## src/core/flk_pkg.sv

```systemverilog
package flk_pkg;
  localparam int ADDR_W = 18;
  localparam int DATA_W = 16;
  localparam logic [7:0] CMD_READ_ARRAY   = 8'hff;
  localparam logic [7:0] CMD_CLEAR_STATUS = 8'h50;
  localparam logic [7:0] CMD_READ_STATUS  = 8'h70;
  localparam logic [7:0] CMD_WRITE        = 8'h40;
  localparam logic [7:0] CMD_PROT_SET     = 8'h57;
  localparam logic [7:0] CMD_PROT_RESET   = 8'h47;
  localparam logic [7:0] CMD_LOCK_BLOCK   = 8'h77;
  localparam logic [7:0] CMD_ERASE_ALL    = 8'ha7;
  localparam logic [7:0] CMD_TWO_BYTE     = 8'hfb;
  localparam logic [7:0] CMD_CONFIRM      = 8'hd0;
  localparam logic [7:0] PROBE_DATA       = 8'hff;
  localparam logic [9:0] PROT_CONF_ADDR   = 10'h0ff;
  localparam int BIT_READY     = 7;
  localparam int BIT_SUSPENDED = 6;
  localparam int BIT_ERASE_ERR = 5;
  localparam int BIT_WRITE_ERR = 4;
  localparam int BIT_SUPPLY    = 3;
  // Strobe timing in ns; cycle counts derive from the 8 ns clock.
  localparam int CLK_NS      = 8;
  localparam int T_SETUP_NS  = 65;
  localparam int T_HIGH_NS   = 30;
  localparam int T_ACCESS_NS = 80;
  localparam int T_SETUP_CYC  = (T_SETUP_NS + CLK_NS - 1) / CLK_NS;
  localparam int T_HIGH_CYC   = (T_HIGH_NS + CLK_NS - 1) / CLK_NS;
  localparam int T_ACCESS_CYC = (T_ACCESS_NS + CLK_NS - 1) / CLK_NS;
  localparam int CNT_W = 4;

  typedef enum logic [3:0] {
    OP_READ_ARRAY, OP_CLEAR_STATUS, OP_PROT_SET, OP_PROT_RESET, OP_LOCK_BLOCK,
    OP_ERASE_ALL, OP_TWO_BYTE, OP_WRITE, OP_PROBE
  } flk_op_t;

  typedef struct packed {
    flk_op_t             op;
    logic [ADDR_W-1:0]   addr;
    logic [DATA_W-1:0]   data;
    logic                hiFirst;
  } flk_req_t;

  typedef struct packed {
    logic [ADDR_W-1:0]   addr;
    logic [DATA_W-1:0]   data;
    logic                read;
  } flk_cyc_t;
endpackage

```

## src/core/flk_bus_cycle.sv

```systemverilog
`timescale 1ns/10ps
// Drives one strobe cycle on the flash pins: a write latched on the rising
// write strobe, or a status read with chip enable toggled before it.
module flk_bus_cycle
  import flk_pkg::*;
(
  input  wire logic              ref_clk,
  input  wire logic              rst_n,
  input  wire logic              start,
  input  wire flk_cyc_t          cyc,
  output logic                   done,
  output logic [7:0]             rdData,
  output logic                   chipEn_n,
  output logic                   writeEn_n,
  output logic                   outEn_n,
  output logic [ADDR_W-1:0]      addrOut,
  output logic [DATA_W-1:0]      dataOut,
  output logic                   dataOe,
  input  wire logic [7:0]        dataIn
);
  typedef enum logic [1:0] {BC_IDLE, BC_ACTIVE, BC_HIGH} flk_bc_t;
  typedef struct packed {
    flk_bc_t            st;
    logic [CNT_W-1:0]   cnt;
    flk_cyc_t           c;
    logic [7:0]         rd;
    logic [7:0]         s1;
    logic [7:0]         s2;
    logic               done;
  } flk_bc_state_t;
  flk_bc_state_t s_r, s_nxt;

  // Bus cycle sequencer; data pins pass two flops before use.
  always_comb
  begin
    s_nxt = s_r;
    s_nxt.done = 1'b0;
    s_nxt.s1 = dataIn;
    s_nxt.s2 = s_r.s1;
    case (s_r.st)
      BC_IDLE:
        if (start)
        begin
          s_nxt.c = cyc;
          s_nxt.st = BC_ACTIVE;
          s_nxt.cnt = cyc.read ? CNT_W'(T_ACCESS_CYC + 2) : CNT_W'(T_SETUP_CYC);
        end
      BC_ACTIVE:
        if (s_r.cnt == '0)
        begin
          if (s_r.c.read)
            s_nxt.rd = s_r.s2;
          s_nxt.st = BC_HIGH;
          s_nxt.cnt = CNT_W'(T_HIGH_CYC);
        end
        else
          s_nxt.cnt = s_r.cnt - 1'b1;
      default:
        if (s_r.cnt == '0)
        begin
          s_nxt.st = BC_IDLE;
          s_nxt.done = 1'b1;
        end
        else
          s_nxt.cnt = s_r.cnt - 1'b1;
    endcase
  end

  always_ff @(posedge ref_clk)
  begin
    if (!rst_n)
      s_r <= '0;
    else
      s_r <= s_nxt;
  end

  // Strobes go high between cycles, so each status read gets fresh data.
  // On a write, chip enable is held low through the high phase. The device
  // is then still selected when the write strobe rises and latches.
  assign chipEn_n  = !(s_r.st == BC_ACTIVE || (s_r.st == BC_HIGH && !s_r.c.read));
  assign writeEn_n = !(s_r.st == BC_ACTIVE && !s_r.c.read);
  assign outEn_n   = !(s_r.st == BC_ACTIVE && s_r.c.read);
  assign dataOe    = (s_r.st != BC_IDLE) && !s_r.c.read;
  assign addrOut   = s_r.c.addr;
  assign dataOut   = s_r.c.data;
  assign done      = s_r.done;
  assign rdData    = s_r.rd;
endmodule

```

## src/core/flk_host_ctrl.sv

```systemverilog
`timescale 1ns/10ps
// Notes on behaviour
// - Protect set is 57h then D0h at 0FFh.
// - Lock is 77h, D0h at block, after reset.
// - Two-byte write: FBh, first byte, second byte.
// - Lock wrapped by protect reset, then protect set.
// - Check ready before reading error flags; at POLL_MAX the flags are taken without it.
// - Probe writes FFh; bits 7,5,4 mean locked.
// - Toggle strobes between status reads.
// - Write FFh last to return to array.
// - Program zero only into bits leaving one.
// - Issue only defined command codes.
module flk_host_ctrl
  import flk_pkg::*;
#(
  parameter int POLL_MAX = 4095
)
(
  input  wire logic              ref_clk,
  input  wire logic              rst_n,
  input  wire logic              reqValid,
  input  wire flk_req_t          req,
  input  wire logic [DATA_W-1:0] oldData,
  output logic                   reqReady,
  output logic                   respValid,
  output logic [7:0]             respStatus,
  output logic                   respLocked,
  output logic                   respSeqErr,
  output logic                   chipEn_n,
  output logic                   writeEn_n,
  output logic                   outEn_n,
  output logic                   byteMode_n,
  output logic                   reset_powerdown_n,
  output logic [ADDR_W-1:0]      addrOut,
  output logic                   a_m1Out,
  output logic                   a_m1Oe,
  output logic [DATA_W-1:0]      dataOut,
  output logic                   dataOe,
  input  wire logic [7:0]        dataIn,
  input  wire logic              ready_busy_n
);
  typedef enum logic [2:0] {HS_IDLE, HS_CYC, HS_WAIT, HS_POLL, HS_CLEAR, HS_DONE} flk_hs_t;
  typedef struct packed {
    flk_hs_t             st;
    flk_req_t            r;
    logic [1:0]          step;
    logic [11:0]         poll;
    logic [7:0]          status;
    logic                locked;
    logic                seqErr;
    logic                valid;
    logic                rp;
    logic                protOpen;
  } flk_host_state_t;
  flk_host_state_t s_r, s_nxt;

  logic      cycStart;
  flk_cyc_t  cyc;
  logic      cycDone;
  logic [7:0] cycRd;
  logic      rdySync;

  // Number of write cycles each command sequence uses.
  function automatic logic [1:0] seqLen(input flk_op_t op);
    case (op)
      OP_READ_ARRAY, OP_CLEAR_STATUS: seqLen = 2'd1;
      OP_TWO_BYTE:                    seqLen = 2'd3;
      default:                        seqLen = 2'd2;
    endcase
  endfunction

  // Only the defined codes are ever placed on the bus.
  function automatic flk_cyc_t cycFor(input flk_req_t r, input logic [1:0] step);
    flk_cyc_t c;
    c = '0;
    c.addr = r.addr;
    if (step == 2'd0)
    begin
      case (r.op)
        OP_READ_ARRAY:   c.data = DATA_W'(CMD_READ_ARRAY);
        OP_CLEAR_STATUS: c.data = DATA_W'(CMD_CLEAR_STATUS);
        OP_PROT_SET:     c.data = DATA_W'(CMD_PROT_SET);
        OP_PROT_RESET:   c.data = DATA_W'(CMD_PROT_RESET);
        OP_LOCK_BLOCK:   c.data = DATA_W'(CMD_LOCK_BLOCK);
        OP_ERASE_ALL:    c.data = DATA_W'(CMD_ERASE_ALL);
        OP_TWO_BYTE:     c.data = DATA_W'(CMD_TWO_BYTE);
        default:         c.data = DATA_W'(CMD_WRITE);
      endcase
    end
    else if (r.op == OP_PROT_SET || r.op == OP_PROT_RESET)
    begin
      c.addr[9:0] = PROT_CONF_ADDR;
      c.data = DATA_W'(CMD_CONFIRM);
    end
    else if (r.op == OP_LOCK_BLOCK || r.op == OP_ERASE_ALL)
      c.data = DATA_W'(CMD_CONFIRM);
    else if (r.op == OP_PROBE)
      c.data = DATA_W'(PROBE_DATA);
    else if (r.op == OP_TWO_BYTE)
      c.data = (r.hiFirst ^ (step == 2'd2)) ? {8'h00, r.data[15:8]}
                                             : {8'h00, r.data[7:0]};
    else
      c.data = ~(oldData & ~r.data);
    return c;
  endfunction

  assign cyc = (s_r.st == HS_POLL) ? flk_cyc_t'{addr: '0, data: '0, read: 1'b1}
             : (s_r.st == HS_CLEAR) ? flk_cyc_t'{addr: '0, data: DATA_W'(CMD_CLEAR_STATUS),
                                                   read: 1'b0}
             : cycFor(s_r.r, s_r.step);

  // Command sequencer: write cycles, busy wait, status poll, error clear.
  always_comb
  begin
    s_nxt = s_r;
    s_nxt.valid = 1'b0;
    s_nxt.rp = 1'b1;
    cycStart = 1'b0;
    case (s_r.st)
      HS_IDLE:
        if (reqValid)
        begin
          s_nxt.r = req;
          s_nxt.step = '0;
          s_nxt.st = HS_CYC;
          // Track the protect-reset window that a block lock needs.
          if (req.op == OP_PROT_RESET)
            s_nxt.protOpen = 1'b1;
          else if (req.op == OP_PROT_SET)
            s_nxt.protOpen = 1'b0;
        end
      HS_CYC:
      begin
        cycStart = 1'b1;
        s_nxt.st = HS_WAIT;
      end
      HS_WAIT:
        if (cycDone)
        begin
          if (s_r.step + 2'd1 < seqLen(s_r.r.op))
          begin
            s_nxt.step = s_r.step + 2'd1;
            s_nxt.st = HS_CYC;
          end
          else if (s_r.r.op == OP_READ_ARRAY || s_r.r.op == OP_CLEAR_STATUS)
            s_nxt.st = HS_DONE;
          else
          begin
            s_nxt.poll = '0;
            s_nxt.step = 2'd3;
            s_nxt.st = HS_POLL;
          end
        end
      HS_POLL:
      begin
        // Each read is its own strobe cycle so status refreshes.
        if (s_r.step == 2'd3)
        begin
          cycStart = 1'b1;
          s_nxt.step = 2'd0;
        end
        else if (cycDone)
        begin
          s_nxt.poll = s_r.poll + 12'd1;
          // Errors are judged once ready shows, or when the poll count reaches POLL_MAX.
          if ((cycRd[BIT_READY] && rdySync) || s_r.poll == 12'(POLL_MAX))
          begin
            s_nxt.status = cycRd;
            s_nxt.locked = (s_r.r.op == OP_PROBE) && cycRd[BIT_ERASE_ERR]
                           && cycRd[BIT_WRITE_ERR];
            s_nxt.seqErr = cycRd[BIT_ERASE_ERR] && cycRd[BIT_WRITE_ERR];
            s_nxt.step = 2'd3;
            s_nxt.st = (cycRd[BIT_ERASE_ERR] || cycRd[BIT_WRITE_ERR]
                        || cycRd[BIT_SUPPLY]) ? HS_CLEAR : HS_DONE;
          end
          else
            s_nxt.step = 2'd3;
        end
      end
      HS_CLEAR:
        // Error flags cleared before any further command.
        if (s_r.step == 2'd3)
        begin
          cycStart = 1'b1;
          s_nxt.step = 2'd0;
        end
        else if (cycDone)
          s_nxt.st = HS_DONE;
      default:
      begin
        s_nxt.valid = 1'b1;
        s_nxt.st = HS_IDLE;
      end
    endcase
  end

  always_ff @(posedge ref_clk)
  begin
    if (!rst_n)
      s_r <= '0;
    else
      s_r <= s_nxt;
  end

  flk_bus_cycle u_cycle (
    .ref_clk   (ref_clk),
    .rst_n     (rst_n),
    .start     (cycStart),
    .cyc       (cyc),
    .done      (cycDone),
    .rdData    (cycRd),
    .chipEn_n  (chipEn_n),
    .writeEn_n (writeEn_n),
    .outEn_n   (outEn_n),
    .addrOut   (addrOut),
    .dataOut   (dataOut),
    .dataOe    (dataOe),
    .dataIn    (dataIn)
  );

  flk_ready_sync u_rdy (
    .ref_clk (ref_clk),
    .rst_n   (rst_n),
    .pinIn   (ready_busy_n),
    .level   (rdySync)
  );

  // Byte mode carries the byte-select bit; the first byte selects order.
  assign byteMode_n        = 1'b0;
  assign a_m1Out           = s_r.r.hiFirst;
  assign a_m1Oe            = dataOe;
  assign reset_powerdown_n = s_r.rp;
  assign reqReady          = (s_r.st == HS_IDLE);
  assign respValid         = s_r.valid;
  assign respStatus        = s_r.status;
  assign respLocked        = s_r.locked;
  assign respSeqErr        = s_r.seqErr;

  // Checks on the command sequences that are driven to the flash pins, and on the response flags.
  AST_CONF_ADDR: assert property (@(posedge ref_clk) disable iff (!rst_n)
    (cycStart && s_r.st == HS_CYC && s_r.step == 2'd1
     && (s_r.r.op == OP_PROT_SET || s_r.r.op == OP_PROT_RESET))
    |=> (addrOut[9:0] == PROT_CONF_ADDR && dataOut[7:0] == CMD_CONFIRM))
    else $error("protect confirm address wrong");
  AST_SET_CODE: assert property (@(posedge ref_clk) disable iff (!rst_n)
    (cycStart && s_r.st == HS_CYC && s_r.step == 2'd0 && s_r.r.op == OP_PROT_SET)
    |=> dataOut[7:0] == CMD_PROT_SET)
    else $error("protect set code wrong");
  AST_RESET_CODE: assert property (@(posedge ref_clk) disable iff (!rst_n)
    (cycStart && s_r.st == HS_CYC && s_r.step == 2'd0 && s_r.r.op == OP_PROT_RESET)
    |=> dataOut[7:0] == CMD_PROT_RESET)
    else $error("protect reset code wrong");
  AST_TWO_BYTE: assert property (@(posedge ref_clk) disable iff (!rst_n)
    (s_r.st == HS_WAIT && cycDone && s_r.r.op == OP_TWO_BYTE && s_r.step != 2'd2)
    |=> s_r.st == HS_CYC)
    else $error("two-byte sequence cut short");
  AST_WE_STABLE: assert property (@(posedge ref_clk) disable iff (!rst_n)
    $rose(writeEn_n) |-> $past(dataOe) && dataOe)
    else $error("data not held at write strobe rise");
  AST_READ_TOGGLE: assert property (@(posedge ref_clk) disable iff (!rst_n)
    $fell(outEn_n) |-> $past(chipEn_n))
    else $error("status read without chip enable toggle");
  AST_SEQ_ERR: assert property (@(posedge ref_clk) disable iff (!rst_n)
    (respValid && respSeqErr) |-> respStatus[BIT_ERASE_ERR] && respStatus[BIT_WRITE_ERR])
    else $error("sequence error flag mismatch");
  AST_PROBE: assert property (@(posedge ref_clk) disable iff (!rst_n)
    (respValid && respLocked) |-> respStatus[BIT_READY])
    else $error("lock result without ready");
  // The lock order is checked here, not enforced; the caller owns the sequence.
  AST_LOCK_ORDER: assert property (@(posedge ref_clk) disable iff (!rst_n)
    (cycStart && s_r.st == HS_CYC && s_r.step == 2'd0 && s_r.r.op == OP_LOCK_BLOCK)
    |-> s_r.protOpen)
    else $error("block lock outside protect-reset window");
  AST_CLEAR_CODE: assert property (@(posedge ref_clk) disable iff (!rst_n)
    (cycStart && s_r.st == HS_CLEAR)
    |=> (!writeEn_n && dataOut[7:0] == CMD_CLEAR_STATUS))
    else $error("error clear write wrong");
  AST_SECOND_BYTE: assert property (@(posedge ref_clk) disable iff (!rst_n)
    (cycStart && s_r.st == HS_CYC && s_r.r.op == OP_TWO_BYTE && s_r.step == 2'd2)
    |=> dataOut[7:0] == (s_r.r.hiFirst ? s_r.r.data[7:0] : s_r.r.data[15:8]))
    else $error("second byte of two-byte write wrong");
  AST_RP_HIGH: assert property (@(posedge ref_clk) disable iff (!rst_n)
    $past(rst_n)
    |-> reset_powerdown_n)
    else $error("reset pin low outside reset");
endmodule

```

## src/core/flk_ready_sync.sv

```systemverilog
`timescale 1ns/10ps
// Brings the open-drain ready line into the clock domain with two flops.
module flk_ready_sync
  import flk_pkg::*;
(
  input  wire logic   ref_clk,
  input  wire logic   rst_n,
  input  wire logic   pinIn,
  output logic        level
);
  typedef struct packed {
    logic s1;
    logic s2;
  } flk_sync_t;
  flk_sync_t s_r, s_nxt;

  always_comb
  begin
    s_nxt.s1 = pinIn;
    s_nxt.s2 = s_r.s1;
  end

  always_ff @(posedge ref_clk)
  begin
    if (!rst_n)
      s_r <= '0;
    else
      s_r <= s_nxt;
  end

  assign level = s_r.s2;
endmodule

```

## config.mk

```make
export PLATFORM = sky130hd
export DESIGN_NAME = flk_host_ctrl
export DESIGN_NICKNAME = d
export VERILOG_FILES = /design/src/core/flk_pkg.sv /design/src/core/flk_bus_cycle.sv /design/src/core/flk_host_ctrl.sv /design/src/core/flk_ready_sync.sv
export SDC_FILE = /design/constraint.sdc
export NUM_CORES = 1
export LEC_CHECK = 0
export ABC_CLOCK_PERIOD_IN_PS = 5550
export BUFFER_PORTS_ARGS = -buffer_cell sky130_fd_sc_hd__buf_2
export CAP_MARGIN = 10
export CORE_AREA = 8 8 111 113
export DETAILED_ROUTE_END_ITERATION = 16
export DIE_AREA = 0 0 119 121
export PLACE_DENSITY = 0.81
export SLEW_MARGIN = 25
export SYNTH_ARGS = -nofsm -noshare
export SYNTH_HDL_FRONTEND = slang
export SYNTH_SLANG_ARGS = --single-unit
```

## constraint.sdc

```tcl
create_clock -name ref_clk -period 5.55 [get_ports ref_clk]
set_input_delay 0 -clock ref_clk [delete_from_list [all_inputs] [get_ports ref_clk]]
set_output_delay 0 -clock ref_clk [all_outputs]
set_load 0.02 [all_outputs]
```

==> results.txt <==
Outcome = finished clean
Min Clock Period, post-route = 2.67 ns
Design Area, Final = 0.00756 mm2
GP Congestion = 0.837
Post-synthesis simple-gate area fraction = 0.230
DP HPWL = 9.84 mm
Hold Slack = 0.0332 ns
Worst Setup End Kind = register
Buffers on Ports = 119
GRT Util Overall = 0.219
Sink Count = 136
MaxCap Viol Count = 0
Crit path max fanout = 23
Area delta synth->final = 23.9%
FF-to-FF Start = s_r[63]
Share of layout cells above drive strength 1 = 0.198
Commonest cells after routing, fill and taps aside = nand2_1, dfxtp_1, buf_2
Vias per cell = 5.60
Htree depth = 4
Clock Skews = 0.00902 ns
Reg-to-Reg End = s_r[19]
Synth Area per Inst = 8.38 um2
Die X = 119 um
NumNets Final = 915
PD cells = 428 mW/mm2
Clock transition at path regs = 0.06 ns
Setup TNS Final = 0 ns
Row cnt = 38
Multi-input combinational cell area = 0.00282 mm2
Worst Reg2Reg Path Length in Cells = 7
Placed cell area = 0.00636 mm2
Ys Warns = 0
Worst Path Required = 5.99 ns
Mapped Area = 0.00610 mm2
Clock latency on the worst-skew pair = 0.53 ns
Fmax = 375 MHz
Synth unique cells = 69
Setup repair after global routing missed its margin = false
Worst slew pin tran = 0.994 ns
DR iter-0 viols = 386
Synth Area in XOR/XNOR = 0.0115
Hold Startpoint = rst_n
Core Box Area = 0.0106 mm2
Worst slack, placed = 2.95 ns
# diodes = 0
Mapped Cells = 728
Resized Gates After CTS = 0
Synth Area in Adders = 0.0123
Root Driver = clkbuf_8
Vias post-DR = 5563
GRT Residual Overflow = 0
Slew HR = 0.337
Asr flop ratio synth = 0
CTS tree = built
Post-CTS Setup Bufs = 0
Die area = 0.0144 mm2
Initial antenna violation count = 0
Initial Util = 0.576
Endpoints failing setup = 0
Vias in the first global route = 5343
Tcrit/Tclk final = 0.480
Endpoint, Worst Hold = reset_powerdown_n
Reg2Reg Setup Slack = 2.88 ns
Compound-cell area share of the yosys netlist = 0.185
Largest net degree at the start of global routing = 86
DRT Pass-1 Iters = 5
Static Leak = 3.10 nW
Final worst slack = 2.88 ns
CTS Hold Bufs = 61
I/O pin count = 121
First-pass GRT wire length = 25.8 mm
Number of flops mapped to enable cells by yosys = 0
WS Path Type = register to register
DRT antenna net count = 0
Most common flop cell mapped by yosys = dfxtp_1
Seq cells post-synth = 136
Peak supply drop = 0.249 mV
Worst Hold Depth = 1
Fin. Hold Viols = 0
CTS max path bufs = 2
CP arrival = 3.11 ns
Syn Nets = 801
WL/cell = 16.1 um
Cts bufs inserted = 17
Crit start category = register
Mux cell area share after synthesis = 0.0217
Reg area = 0.00272 mm2
Final std cells w/o fill = 994
Die span in y = 121 um
Hold crit path type = input pin to register
Post-synthesis sequential area ratio = 0.446
DRC Markers = 0
Final WL = 16.0 mm
Commonest non-fill, non-tap cell in the layout = nand2_1
Main combinational cell family by area after synthesis = simple AND/OR/NAND/NOR gates
Final Max Slew Viols = 0
Number of fill cells = 778
Total placed cells including tap cells = 902
[logic make-up (layout without fill, tap and decap cells)]
group | Yosys count | count (layout)
AND/OR/NAND/NOR | 292 | 292
buffers and inverters | 95 | 221
multiplexers | 13 | 13
adder cells (fa/ha/maj) | 6 | 6
XOR/XNOR | 8 | 8
flip-flops | 136 | 136
AO/OA/AOI/OAI | 177 | 177
other | 1 | 1
[worst max path at each step]
stage	from	end	slack, ns	cells past startpoint
2_1_floorplan	s_r[64]	s_r[16]	3.30	8
3_3_place_gp	s_r[63]	s_r[16]	3.05	7
3_5_place_dp	s_r[63]	s_r[17]	2.95	7
4_1_cts	s_r[63]	s_r[19]	2.90	7
5_1_grt	s_r[66]	u_cycle.dataOut[10]	2.71	4
6_report	s_r[63]	s_r[19]	2.88	7
[critical path, stage by stage, from the launching register on]
cell     delay (ns)
dfxtp_1        0.56
nor3_1         0.58
ha_1           0.36
o21a_1         0.11
a221o_1        0.41
a31oi_4        0.24
nand2_2        0.12
a31oi_1        0.20
[registers in the layout, indices dropped and copies added, names as in the netlist]
signal	cells
u_cycle.s_nxt	8
u_cycle.dataOut	16
u_cycle.s_r	15
u_cycle.addrOut	18
s_r	55
respStatus	8
reset_powerdown_n	1
u_rdy.s_nxt	1
respSeqErr	1
respValid	1
a_m1Out	1
u_cycle.rdData	8
u_cycle.done	1
respLocked	1
u_rdy.level	1
[per-layer routing]
metal,global-route usage,wire length (um),part of all wire
met1,0.247,6490,0.40
met2,0.369,7890,0.49
met3,0.0507,922,0.057
met4,0.139,733,0.046
met5,0,0,0
[layout make-up]
| class | instances | area share |
|---|---|---|
| Multi-Input combinational cell | 497 | 0.373 |
| Sequential cell | 136 | 0.360 |
| Timing Repair Buffer | 183 | 0.163 |
| Clock buffer | 18 | 0.0553 |
| Tap cell | 140 | 0.0232 |
| Clock inverter | 13 | 0.0227 |
| Inverter | 7 | 0.00348 |
[report_power, final]
part           internal, mW  switching [mW]
sequential             1.10           0.135
combinational         0.333           0.551
clock                 0.686           0.431
[stage by stage]
stage / power, mW / utilization
floorplan: 1.91 / -
global placement: 2.04 / 0.600
detailed placement: 2.07 / 0.600
CTS: 3.22 / 0.713
global route: 3.40 / 0.713
finish: 3.24 / 0.713
[synthesized netlist by cell type, drive strengths merged (7+ instances only)]
cell | instances | share of area
nor2b | 16 | 0.016
mux2i | 11 | 0.018
nor2 | 40 | 0.025
and3 | 8 | 0.0082
nand2b | 8 | 0.0082
inv | 7 | 0.0043
buf | 63 | 0.073
and2 | 23 | 0.024
clkbuf | 25 | 0.015
dfxtp | 136 | 0.45
nand2 | 139 | 0.086
a22oi | 10 | 0.012
nor3 | 11 | 0.0098
nand3 | 22 | 0.018
a21oi | 75 | 0.062
o21ai | 36 | 0.030
Power figures use the tool's default switching activity.
